### src/haptic_drive_map.svh
// register indexes, field positions, reset values and timing figures
// assumes the includer multiplies an index by four for the byte address
`ifndef HAPTIC_DRIVE_MAP_SVH
`define HAPTIC_DRIVE_MAP_SVH

// ----------------------------------------------------------------------
// register indexes (byte address = index * 4)
// ----------------------------------------------------------------------
`define IDX_TUNE_CTRL       6'h22
`define IDX_PERIOD_LOW      6'h23
`define IDX_PERIOD_HIGH     6'h24
`define IDX_MODE_CTRL       6'h2A
`define IDX_DRIVE_STATUS    6'h2B
`define IDX_OD_AMPLITUDE    6'h30
`define IDX_OD_DURATION     6'h31
`define IDX_DRV_AMPLITUDE   6'h32
`define IDX_DRV_DURATION    6'h33
`define IDX_BRK_AMPLITUDE   6'h34
`define IDX_BRK_DURATION    6'h35

// ----------------------------------------------------------------------
// field positions
// ----------------------------------------------------------------------
`define BIT_TUNE_LAUNCH     0
`define BIT_TUNE_LOCK_OK    1
`define BIT_TRIGGER_MODE    0
`define BIT_AMP_SIGN        7

// ----------------------------------------------------------------------
// reset values
// ----------------------------------------------------------------------
`define RST_BYTE            8'h00
`define RST_PERIOD          12'h000

// ----------------------------------------------------------------------
// bus answers
// ----------------------------------------------------------------------
`define RESP_OKAY           2'h0
`define RESP_SLVERR         2'h2

// ----------------------------------------------------------------------
// timing
// ----------------------------------------------------------------------
`define CLK_FREQ_KHZ        25000
`define STEP_TIME_US        5000
`define DRIVE_STEP_MULT     2
`define TUNE_LIMIT_MS       1000
`define STEP_CYCLES         (`STEP_TIME_US * `CLK_FREQ_KHZ / 1000)
`define TUNE_LIMIT_CYCLES   (`TUNE_LIMIT_MS * `CLK_FREQ_KHZ)

`endif

### src/haptic_drive_pkg.sv
// types shared by the haptic drive block
// assumes haptic_drive_map.svh carries the register, bus and timing constants
package haptic_drive_pkg;

    typedef enum logic [3:0] {
        PH_IDLE  = 4'h1,
        PH_OVER  = 4'h2,
        PH_DRIVE = 4'h4,
        PH_BRAKE = 4'h8
    } phase_t;

    typedef logic [7:0] reg_byte_t;
    typedef logic [11:0] period_t;

endpackage

### src/tick_divider.sv
// divider giving a one-cycle step pulse every CYCLES clocks
// assumes restart is raised in the last cycle before a new timed phase begins
`timescale 1ns/100ps
`default_nettype none

module tick_divider #(
    parameter int unsigned CYCLES = 125000
) (
    // clock and reset
    input wire logic aclk,
    input wire logic aresetn,
    // control
    input wire logic restart,
    output logic tick
);

    localparam int unsigned W = (CYCLES > 1) ? $clog2(CYCLES) : 1;

    logic [W-1:0] cnt_r;

    // restart only clears the count; gating tick with it would close a
    // combinational loop through the phase logic that consumes tick
    assign tick = (cnt_r == W'(CYCLES - 1));

    always_ff @(posedge aclk) begin
        if (!aresetn) begin
            cnt_r <= '0;
        end else if (restart || tick) begin
            cnt_r <= '0;
        end else begin
            cnt_r <= cnt_r + W'(1);
        end
    end
endmodule

`default_nettype wire

### src/tune_engine.sv
// resonance auto-tune: watches back-emf period samples until they settle
// assumes the detector delivers periods in units of 64 reference clocks
`timescale 1ns/100ps
`default_nettype none
`include "haptic_drive_map.svh"

module tune_engine
    import haptic_drive_pkg::*;
#(
    parameter int unsigned LOCK_RUNS = 8,
    parameter int unsigned LOCK_TOL = 2,
    parameter int unsigned TIMEOUT = 25000000
) (
    // clock and reset
    input wire logic aclk,
    input wire logic aresetn,
    // command
    input wire logic start,
    // back-emf detector
    input wire logic sample_stb,
    input wire period_t sample_val,
    // result
    output logic busy,
    output logic done,
    output logic lock_ok,
    output period_t period
);

    logic busy_r, done_r, ok_r, have_r;
    period_t last_r, period_r;
    logic [7:0] run_r;
    logic [31:0] tmo_r;
    logic near, locked, expired;
    period_t diff;

    assign diff = (sample_val > last_r) ? sample_val - last_r :
                                          last_r - sample_val;
    assign near = have_r && (32'(diff) <= LOCK_TOL);
    assign locked = busy_r && sample_stb && near &&
                    (32'(run_r) + 32'd2 >= LOCK_RUNS);
    assign expired = busy_r && (tmo_r == TIMEOUT - 1);

    always_ff @(posedge aclk) begin
        if (!aresetn) begin
            busy_r <= 1'b0;
            done_r <= 1'b0;
            ok_r <= 1'b0;
            have_r <= 1'b0;
            last_r <= `RST_PERIOD;
            period_r <= `RST_PERIOD;
            run_r <= 8'h00;
            tmo_r <= 32'h0;
        end else begin
            done_r <= 1'b0;
            if (start && !busy_r) begin
                busy_r <= 1'b1;
                have_r <= 1'b0;
                run_r <= 8'h00;
                tmo_r <= 32'h0;
            end else if (busy_r) begin
                tmo_r <= tmo_r + 32'd1;
                if (sample_stb) begin
                    last_r <= sample_val;
                    have_r <= 1'b1;
                    run_r <= near ? run_r + 8'h01 : 8'h00;
                end
                // lock wins over the timeout when both land together
                if (locked || expired) begin
                    busy_r <= 1'b0;
                    done_r <= 1'b1;
                    ok_r <= locked;
                    period_r <= locked ? sample_val : last_r;
                end
            end
        end
    end

    assign busy = busy_r;
    assign done = done_r;
    assign lock_ok = ok_r;
    assign period = period_r;
endmodule

`default_nettype wire

### src/haptic_autotune_trigger_drive.sv
// haptic actuator drive: auto-tune command and external-trigger sequence
// assumes an AXI4-Lite master and a back-emf detector on the same clock
//
// Added by the designer: the AXI4-Lite interface to the registers.
`timescale 1ns/100ps
`default_nettype none
`include "haptic_drive_map.svh"

module haptic_autotune_trigger_drive
    import haptic_drive_pkg::*;
#(
    parameter int unsigned STEP_CYCLES = `STEP_CYCLES,
    parameter int unsigned TUNE_LIMIT = `TUNE_LIMIT_CYCLES,
    parameter int unsigned LOCK_RUNS = 8,
    parameter int unsigned LOCK_TOL = 2
) (
    // clock and reset
    input wire logic aclk,
    input wire logic aresetn,
    // axi4-lite write
    input wire logic [7:0] awaddr,
    input wire logic awvalid,
    output logic awready,
    input wire logic [31:0] wdata,
    input wire logic [3:0] wstrb,
    input wire logic wvalid,
    output logic wready,
    output logic [1:0] bresp,
    output logic bvalid,
    input wire logic bready,
    // axi4-lite read
    input wire logic [7:0] araddr,
    input wire logic arvalid,
    output logic arready,
    output logic [31:0] rdata,
    output logic [1:0] rresp,
    output logic rvalid,
    input wire logic rready,
    // trigger and back-emf detector
    input wire logic ext_trigger,
    input wire logic bemf_period_stb,
    input wire period_t bemf_period_val,
    // output amplitude path
    output reg_byte_t drive_level,
    output logic drive_active,
    output logic drive_braking,
    output logic tune_active
);

    // ------------------------------------------------------------------
    // address decode
    // ------------------------------------------------------------------
    function automatic logic reg_mapped(input logic [7:0] addr);
        logic [5:0] idx;
        idx = addr[7:2];
        reg_mapped = 1'b0;
        if (addr[1:0] == 2'h0) begin
            case (idx)
                `IDX_TUNE_CTRL, `IDX_PERIOD_LOW, `IDX_PERIOD_HIGH,
                `IDX_MODE_CTRL, `IDX_DRIVE_STATUS,
                `IDX_OD_AMPLITUDE, `IDX_OD_DURATION,
                `IDX_DRV_AMPLITUDE, `IDX_DRV_DURATION,
                `IDX_BRK_AMPLITUDE, `IDX_BRK_DURATION: reg_mapped = 1'b1;
                default: reg_mapped = 1'b0;
            endcase
        end
    endfunction

    // ------------------------------------------------------------------
    // registers and shared state
    // ------------------------------------------------------------------
    reg_byte_t od_amp_r, od_dur_r, drv_amp_r, drv_dur_r;
    reg_byte_t brk_amp_r, brk_dur_r;
    logic mode_en_r, launch_r;
    logic aw_hold_r, w_hold_r, bvalid_r, rvalid_r;
    logic [7:0] awaddr_r;
    logic [7:0] wbyte_r;
    logic wlane_r;
    logic [1:0] bresp_r, rresp_r;
    logic [31:0] rdata_r;
    logic wr_fire, wr_tune_one;
    logic [5:0] wr_idx;
    logic tune_start, tune_busy, tune_done, tune_ok;
    period_t tune_period;
    phase_t phase_r, phase_nxt;
    logic step, phase_change, trig_d_r, trig_edge, seq_run;
    logic [8:0] steps_left_r;
    reg_byte_t od_snap_r, drv_snap_r, brk_snap_r;
    reg_byte_t src_od, src_drv, src_brk;
    reg_byte_t level_r;
    logic [31:0] phase_cyc_r;

    // ------------------------------------------------------------------
    // axi4-lite write channel: address and data taken in either order
    // ------------------------------------------------------------------
    assign awready = !aw_hold_r;
    assign wready = !w_hold_r;
    assign wr_fire = aw_hold_r && w_hold_r && !bvalid_r;
    assign wr_idx = awaddr_r[7:2];
    // misaligned or unmapped writes answer SLVERR and must change nothing
    assign wr_tune_one = wr_fire && wlane_r && reg_mapped(awaddr_r) &&
                         (wr_idx == `IDX_TUNE_CTRL) &&
                         wbyte_r[`BIT_TUNE_LAUNCH];

    always_ff @(posedge aclk) begin
        if (!aresetn) begin
            aw_hold_r <= 1'b0;
            w_hold_r <= 1'b0;
            bvalid_r <= 1'b0;
            bresp_r <= `RESP_OKAY;
            awaddr_r <= 8'h00;
            wbyte_r <= `RST_BYTE;
            wlane_r <= 1'b0;
        end else begin
            if (awvalid && awready) begin
                aw_hold_r <= 1'b1;
                awaddr_r <= awaddr;
            end
            if (wvalid && wready) begin
                w_hold_r <= 1'b1;
                wbyte_r <= wdata[7:0];
                wlane_r <= wstrb[0];
            end
            if (wr_fire) begin
                aw_hold_r <= 1'b0;
                w_hold_r <= 1'b0;
                bvalid_r <= 1'b1;
                bresp_r <= reg_mapped(awaddr_r) ? `RESP_OKAY : `RESP_SLVERR;
            end else if (bvalid_r && bready) begin
                bvalid_r <= 1'b0;
            end
        end
    end

    assign bvalid = bvalid_r;
    assign bresp = bresp_r;

    // only byte lane 0 carries register data; other lanes are ignored
    always_ff @(posedge aclk) begin
        if (!aresetn) begin
            od_amp_r <= `RST_BYTE;
            od_dur_r <= `RST_BYTE;
            drv_amp_r <= `RST_BYTE;
            drv_dur_r <= `RST_BYTE;
            brk_amp_r <= `RST_BYTE;
            brk_dur_r <= `RST_BYTE;
            mode_en_r <= 1'b0;
        end else if (wr_fire && wlane_r && reg_mapped(awaddr_r)) begin
            case (wr_idx)
                `IDX_OD_AMPLITUDE: od_amp_r <= wbyte_r;
                `IDX_OD_DURATION: od_dur_r <= wbyte_r;
                `IDX_DRV_AMPLITUDE: drv_amp_r <= wbyte_r;
                `IDX_DRV_DURATION: drv_dur_r <= wbyte_r;
                `IDX_BRK_AMPLITUDE: brk_amp_r <= wbyte_r;
                `IDX_BRK_DURATION: brk_dur_r <= wbyte_r;
                `IDX_MODE_CTRL: mode_en_r <= wbyte_r[`BIT_TRIGGER_MODE];
                default: mode_en_r <= mode_en_r;
            endcase
        end
    end

    // ------------------------------------------------------------------
    // auto-tune command
    // ------------------------------------------------------------------
    // a second launch while running is ignored; zero writes cannot abort
    assign tune_start = wr_tune_one && !launch_r;

    always_ff @(posedge aclk) begin
        if (!aresetn) begin
            launch_r <= 1'b0;
        end else if (tune_start) begin
            launch_r <= 1'b1;
        end else if (tune_done) begin
            launch_r <= 1'b0;
        end
    end

    tune_engine #(
        .LOCK_RUNS(LOCK_RUNS),
        .LOCK_TOL(LOCK_TOL),
        .TIMEOUT(TUNE_LIMIT)
    ) u_tune (
        .aclk(aclk),
        .aresetn(aresetn),
        .start(tune_start),
        .sample_stb(bemf_period_stb),
        .sample_val(bemf_period_val),
        .busy(tune_busy),
        .done(tune_done),
        .lock_ok(tune_ok),
        .period(tune_period)
    );

    assign tune_active = tune_busy;

    // ------------------------------------------------------------------
    // axi4-lite read channel
    // ------------------------------------------------------------------
    assign arready = !rvalid_r;

    always_ff @(posedge aclk) begin
        if (!aresetn) begin
            rvalid_r <= 1'b0;
            rdata_r <= 32'h0;
            rresp_r <= `RESP_OKAY;
        end else if (arvalid && arready) begin
            rvalid_r <= 1'b1;
            rresp_r <= reg_mapped(araddr) ? `RESP_OKAY : `RESP_SLVERR;
            case (araddr[7:2])
                `IDX_TUNE_CTRL: rdata_r <= {30'h0, tune_ok, launch_r};
                `IDX_PERIOD_LOW: rdata_r <= {24'h0, tune_period[7:0]};
                `IDX_PERIOD_HIGH: rdata_r <= {28'h0, tune_period[11:8]};
                `IDX_MODE_CTRL: rdata_r <= {31'h0, mode_en_r};
                `IDX_DRIVE_STATUS: rdata_r <= {28'h0, phase_r};
                `IDX_OD_AMPLITUDE: rdata_r <= {24'h0, od_amp_r};
                `IDX_OD_DURATION: rdata_r <= {24'h0, od_dur_r};
                `IDX_DRV_AMPLITUDE: rdata_r <= {24'h0, drv_amp_r};
                `IDX_DRV_DURATION: rdata_r <= {24'h0, drv_dur_r};
                `IDX_BRK_AMPLITUDE: rdata_r <= {24'h0, brk_amp_r};
                `IDX_BRK_DURATION: rdata_r <= {24'h0, brk_dur_r};
                default: rdata_r <= 32'h0;
            endcase
            if (araddr[1:0] != 2'h0) begin
                rdata_r <= 32'h0;
            end
        end else if (rvalid_r && rready) begin
            rvalid_r <= 1'b0;
        end
    end

    assign rvalid = rvalid_r;
    assign rdata = rdata_r;
    assign rresp = rresp_r;

    // ------------------------------------------------------------------
    // external-trigger sequence
    // ------------------------------------------------------------------
    // first timed phase after 'from'; zero-length phases are skipped
    function automatic phase_t next_phase(input phase_t from,
        input reg_byte_t od, input reg_byte_t drv, input reg_byte_t brk);
        next_phase = PH_IDLE;
        case (from)
            PH_IDLE: begin
                if (od != 8'h00) next_phase = PH_OVER;
                else if (drv != 8'h00) next_phase = PH_DRIVE;
                else if (brk != 8'h00) next_phase = PH_BRAKE;
            end
            PH_OVER: begin
                if (drv != 8'h00) next_phase = PH_DRIVE;
                else if (brk != 8'h00) next_phase = PH_BRAKE;
            end
            PH_DRIVE: begin
                if (brk != 8'h00) next_phase = PH_BRAKE;
            end
            default: next_phase = PH_IDLE;
        endcase
    endfunction

    assign trig_edge = ext_trigger && !trig_d_r;
    assign seq_run = mode_en_r && !tune_busy;
    // durations are frozen at the trigger so a rewrite cannot stretch a phase
    assign src_od = (phase_r == PH_IDLE) ? od_dur_r : od_snap_r;
    assign src_drv = (phase_r == PH_IDLE) ? drv_dur_r : drv_snap_r;
    assign src_brk = (phase_r == PH_IDLE) ? brk_dur_r : brk_snap_r;
    assign phase_change = (phase_nxt != phase_r);

    always_comb begin
        phase_nxt = phase_r;
        if (!seq_run) begin
            phase_nxt = PH_IDLE;
        end else begin
            case (phase_r)
                PH_IDLE: begin
                    if (trig_edge) begin
                        phase_nxt = next_phase(PH_IDLE, src_od, src_drv,
                                               src_brk);
                    end
                end
                PH_OVER, PH_DRIVE, PH_BRAKE: begin
                    if (step && steps_left_r == 9'h001) begin
                        phase_nxt = next_phase(phase_r, src_od, src_drv,
                                               src_brk);
                    end
                end
                default: phase_nxt = PH_IDLE;
            endcase
        end
    end

    tick_divider #(
        .CYCLES(STEP_CYCLES)
    ) u_step (
        .aclk(aclk),
        .aresetn(aresetn),
        .restart(phase_change),
        .tick(step)
    );

    always_ff @(posedge aclk) begin
        if (!aresetn) begin
            phase_r <= PH_IDLE;
            trig_d_r <= 1'b0;
            steps_left_r <= 9'h000;
            od_snap_r <= `RST_BYTE;
            drv_snap_r <= `RST_BYTE;
            brk_snap_r <= `RST_BYTE;
        end else begin
            phase_r <= phase_nxt;
            trig_d_r <= ext_trigger;
            if (phase_r == PH_IDLE) begin
                od_snap_r <= od_dur_r;
                drv_snap_r <= drv_dur_r;
                brk_snap_r <= brk_dur_r;
            end
            case (phase_nxt)
                PH_OVER: if (phase_change) steps_left_r <= {1'b0, src_od};
                PH_DRIVE: if (phase_change) steps_left_r <= {src_drv, 1'b0};
                PH_BRAKE: if (phase_change) steps_left_r <= {1'b0, src_brk};
                default: steps_left_r <= 9'h000;
            endcase
            if (!phase_change && step) begin
                steps_left_r <= steps_left_r - 9'h001;
            end
        end
    end

    // amplitude follows the phase; the sign bit is passed as written
    always_ff @(posedge aclk) begin
        if (!aresetn) begin
            level_r <= `RST_BYTE;
            drive_active <= 1'b0;
            drive_braking <= 1'b0;
        end else begin
            case (phase_nxt)
                PH_OVER: level_r <= od_amp_r;
                PH_DRIVE: level_r <= drv_amp_r;
                PH_BRAKE: level_r <= brk_amp_r;
                default: level_r <= `RST_BYTE;
            endcase
            drive_active <= (phase_nxt != PH_IDLE);
            drive_braking <= (phase_nxt == PH_BRAKE);
        end
    end

    assign drive_level = level_r;

    // ------------------------------------------------------------------
    // checks
    // ------------------------------------------------------------------
    always_ff @(posedge aclk) begin
        if (!aresetn || phase_change) phase_cyc_r <= 32'h0;
        else phase_cyc_r <= phase_cyc_r + 32'd1;
    end
endmodule

`default_nettype wire

### config.mk
export PLATFORM = sky130hd
export DESIGN_NAME = haptic_autotune_trigger_drive
export DESIGN_NICKNAME = d
export VERILOG_FILES = /design/src/haptic_drive_pkg.sv /design/src/tick_divider.sv /design/src/tune_engine.sv /design/src/haptic_autotune_trigger_drive.sv
export VERILOG_INCLUDE_DIRS = /design/src
export SDC_FILE = /design/constraint.sdc
export NUM_CORES = 1
export LEC_CHECK = 0
export BUFFER_PORTS_ARGS = -buffer_cell sky130_fd_sc_hd__buf_4
export CAP_MARGIN = 10
export CORE_MARGIN = 5
export CORE_UTILIZATION = 59
export CTS_CLUSTER_DIAMETER = 30
export DETAILED_ROUTE_END_ITERATION = 10
export PLACE_DENSITY = 0.81
export SYNTH_ARGS = -nofsm -noshare
export SYNTH_HDL_FRONTEND = slang
export SYNTH_SLANG_ARGS = --single-unit
### constraint.sdc
create_clock -name aclk -period 4.1 [get_ports aclk]
set_input_delay 0.41 -clock aclk [delete_from_list [all_inputs] [get_ports aclk]]
set_output_delay 0.41 -clock aclk [all_outputs]
set_load 0.005 [all_outputs]
==> summary.txt <==
Setup Total Neg Slack: 0 ps
Slowest-stage cell, CP: xnor2_1
Worst R2R Setup Slack: 330 ps
crit path buf inv count: 2
drt drc: 0
post-synth design cell area: 11200 µm²
largest net degree at the start of global routing: 98
Pins Over Slew Limit: 0
Layout Cells excl Fill: 1680
Reg clk slew, reported paths: 40 ps
peak supply drop: 387 µV
Slew @ Worst Pin: 1100 ps
cell chain of the critical path: inv_1 -> ha_1 -> and4_4 -> or3b_1 -> and2_1 -> o221a_2 -> o31a_1 -> xnor2_1 -> buf_4 -> or4_1 -> o32ai_1 -> a21o_1
setup bufs post-CTS: 0
vias in the first global route: 9823
Final Critical Period: 3770 ps
Synth async-reset ratio: 0%
status: finished clean
CTS sink cnt: 214
worst r2r dst: u_tune.run_r[6]
Synth cell types: 79
Post-synth EDFFs: 0
Longest Clk Path Bufs: 3
Final setup viols: 0
total grt overflow: 0
commonest non-fill, non-tap cell in the layout: dfxtp_1
Synth Area per Inst: 8.32 µm²
CTS Buf Count: 42
period utilization: 91.9%
cells after synthesis: 1342
CP top delay family: simple AND/OR/NAND/NOR gates
stages on the worst setup path: 12
gpl congestion: 0.932
most frequent cells in the layout: dfxtp_1, nor2_1, nand2_1
relative slew slack: 26.7%
vias per cell: 6.08
Fin Hold WS: 90.9 ps
Post-Place Cells: 1603
number of port buffers: 71
initial antenna violation count: 0
MaxCap Viol Count: 0
Most used DFF post-synth: dfxtp_1
CP Capture Type: flop
YS warnings: 0
worst setup path startpoint: u_tune.last_r[11]
Clock Skews: 34.3 ps
ANT nets after route: 0
Fill cells: 1438
critical path required time: 4500 ps
layout cell share with drive strength beyond 1: 14.1%
routed vias: 10200
clock latency on the worst-skew pair: 530 ps
CP Launch Type: flop
Layout area overhead: 18.7%
Setup Crit Path Kind: reg -> reg
CTS tree: done
DRT iter0 DRCs: 1064
hold path start: rready
H-tree levels: 2
all-layer global routing usage: 27.1%
Hold Vio Cnt, Final: 0
Setup crit end: u_tune.run_r[6]
# resized after CTS: 0
crit path max fanout: 9
register area share after synthesis: 38.4%
FF-to-FF path depth: 12
die area: 21800 µm²
Root Buffer: clkbuf_16
area of the core: 18600 µm²
Static Leak: 5.59 nW
Post-CTS Hold Fix Bufs: 0
Largest stage delay, worst path: 730 ps
final net count: 1518
Die Wd: 148 µm
multi-input logic area: 6360 µm²
Pre-Repair DR Iteration Count: 6
Site Rows: 50
Die Ht: 148 µm
R2R Path Start: u_tune.last_r[11]
max frequency: 0.265 GHz
FF+latch area: 4280 µm²
Power Dens Cells: 442 nW/µm²
Initial Util: 59.9%
wire length per cell: 18.1 µm
RSZ-0062 raised after global routing: false
Seq cells post-synth: 214
drt total wl: 30400 µm
Min-Delay Path Class: in -> reg
Final HPWL DP: 20700 µm
global-route wire length before repair: 49000 µm
Antenna Cells: 0
Ports: 125
WP data arrival: 4160 ps
## registers in the layout, summed over array words and instances, names as in the netlist, 9 cells and up
register and flops:
u_tune.last_r 12, steps_left_r 9, u_tune.period 12, u_step.cnt_r 17
u_tune.tmo_r 32
## layer usage
layer | GRT usage, % | vias to the layer above | wire length, µm
li1 | - | 4842 | -
met1 | 34.0 | 4805 | 12400
met2 | 45.4 | 472 | 14500
met3 | 5.79 | 93 | 2470
met4 | 10.8 | 0 | 1070
met5 | 0 | - | 0
## power by group
part	switching (mW)	internal [mW]
clock	1.11	2.32
sequential	0.0248	2.10
combinational	0.184	0.117
total	1.32	4.54
## kinds of logic after synthesis
| family | synth area share [%] |
|---|---|
| other cells | 0.0336 |
| fa+ha+maj | 3.72 |
| xor+xnor | 4.63 |
| flops | 38.4 |
| simple gates | 24.1 |
| buf+inv | 5.65 |
| compound gates | 13.8 |
| mux | 9.64 |
## how the worst min path moves through the flow
stage | slack [ps] | cells past startpoint | endpoint
final | 90 | 2 | rvalid
after global routing | 90 | 2 | rvalid
after CTS | 80 | 2 | rvalid
after detailed placement | 450 | 1 | u_step.cnt_r[0]
after global placement | 440 | 1 | u_step.cnt_r[0]
after floorplan | 430 | 1 | u_step.cnt_r[0]
## area by class of cell
class | instances | area share [%]
repair buffers | 94 | 5.42
flip-flops and latches | 214 | 32.3
well taps | 234 | 2.21
clock buffers | 54 | 8.81
multi-input cells | 1020 | 48.0
inverters | 41 | 1.17
clock inverters | 23 | 2.10
## metrics by stage
step / area (µm²) / power (mW) / setup slack [ps] / util, %
2_1_floorplan: 11300 / 2.37 / 474 / -
3_3_place_gp: 11800 / 2.46 / 247 / 63.3
3_5_place_dp: 11800 / 2.46 / 194 / 63.3
4_1_cts: 13300 / 5.89 / 347 / 71.1
5_1_grt: 13300 / 6.04 / 155 / 71.1
6_report: 13300 / 5.86 / 333 / 71.1
## Yosys cell counts, drive strengths merged, types with 8 or more instances
cell type	number	area, µm²
a222oi	13	130
a21o	8	60.1
nand4	18	113
clkbuf	48	181
xnor2	18	158
dfxtp	214	4280
mux2i	88	881
nor4	22	144
and3	14	87.6
nor3	13	65.1
and2	14	87.6
nor2b	8	50.1
mux2	17	195
a31oi	14	87.6
o22ai	13	81.3
o21ai	33	165
nand3	34	170
nor2	192	721
a21oi	89	445
or4	12	90.1
inv	41	154
nand2	173	659
buf	44	295
xor2	41	359
ha	30	375
a221oi	10	87.6
nand2b	15	93.8
Power figures use the tool's default switching activity.
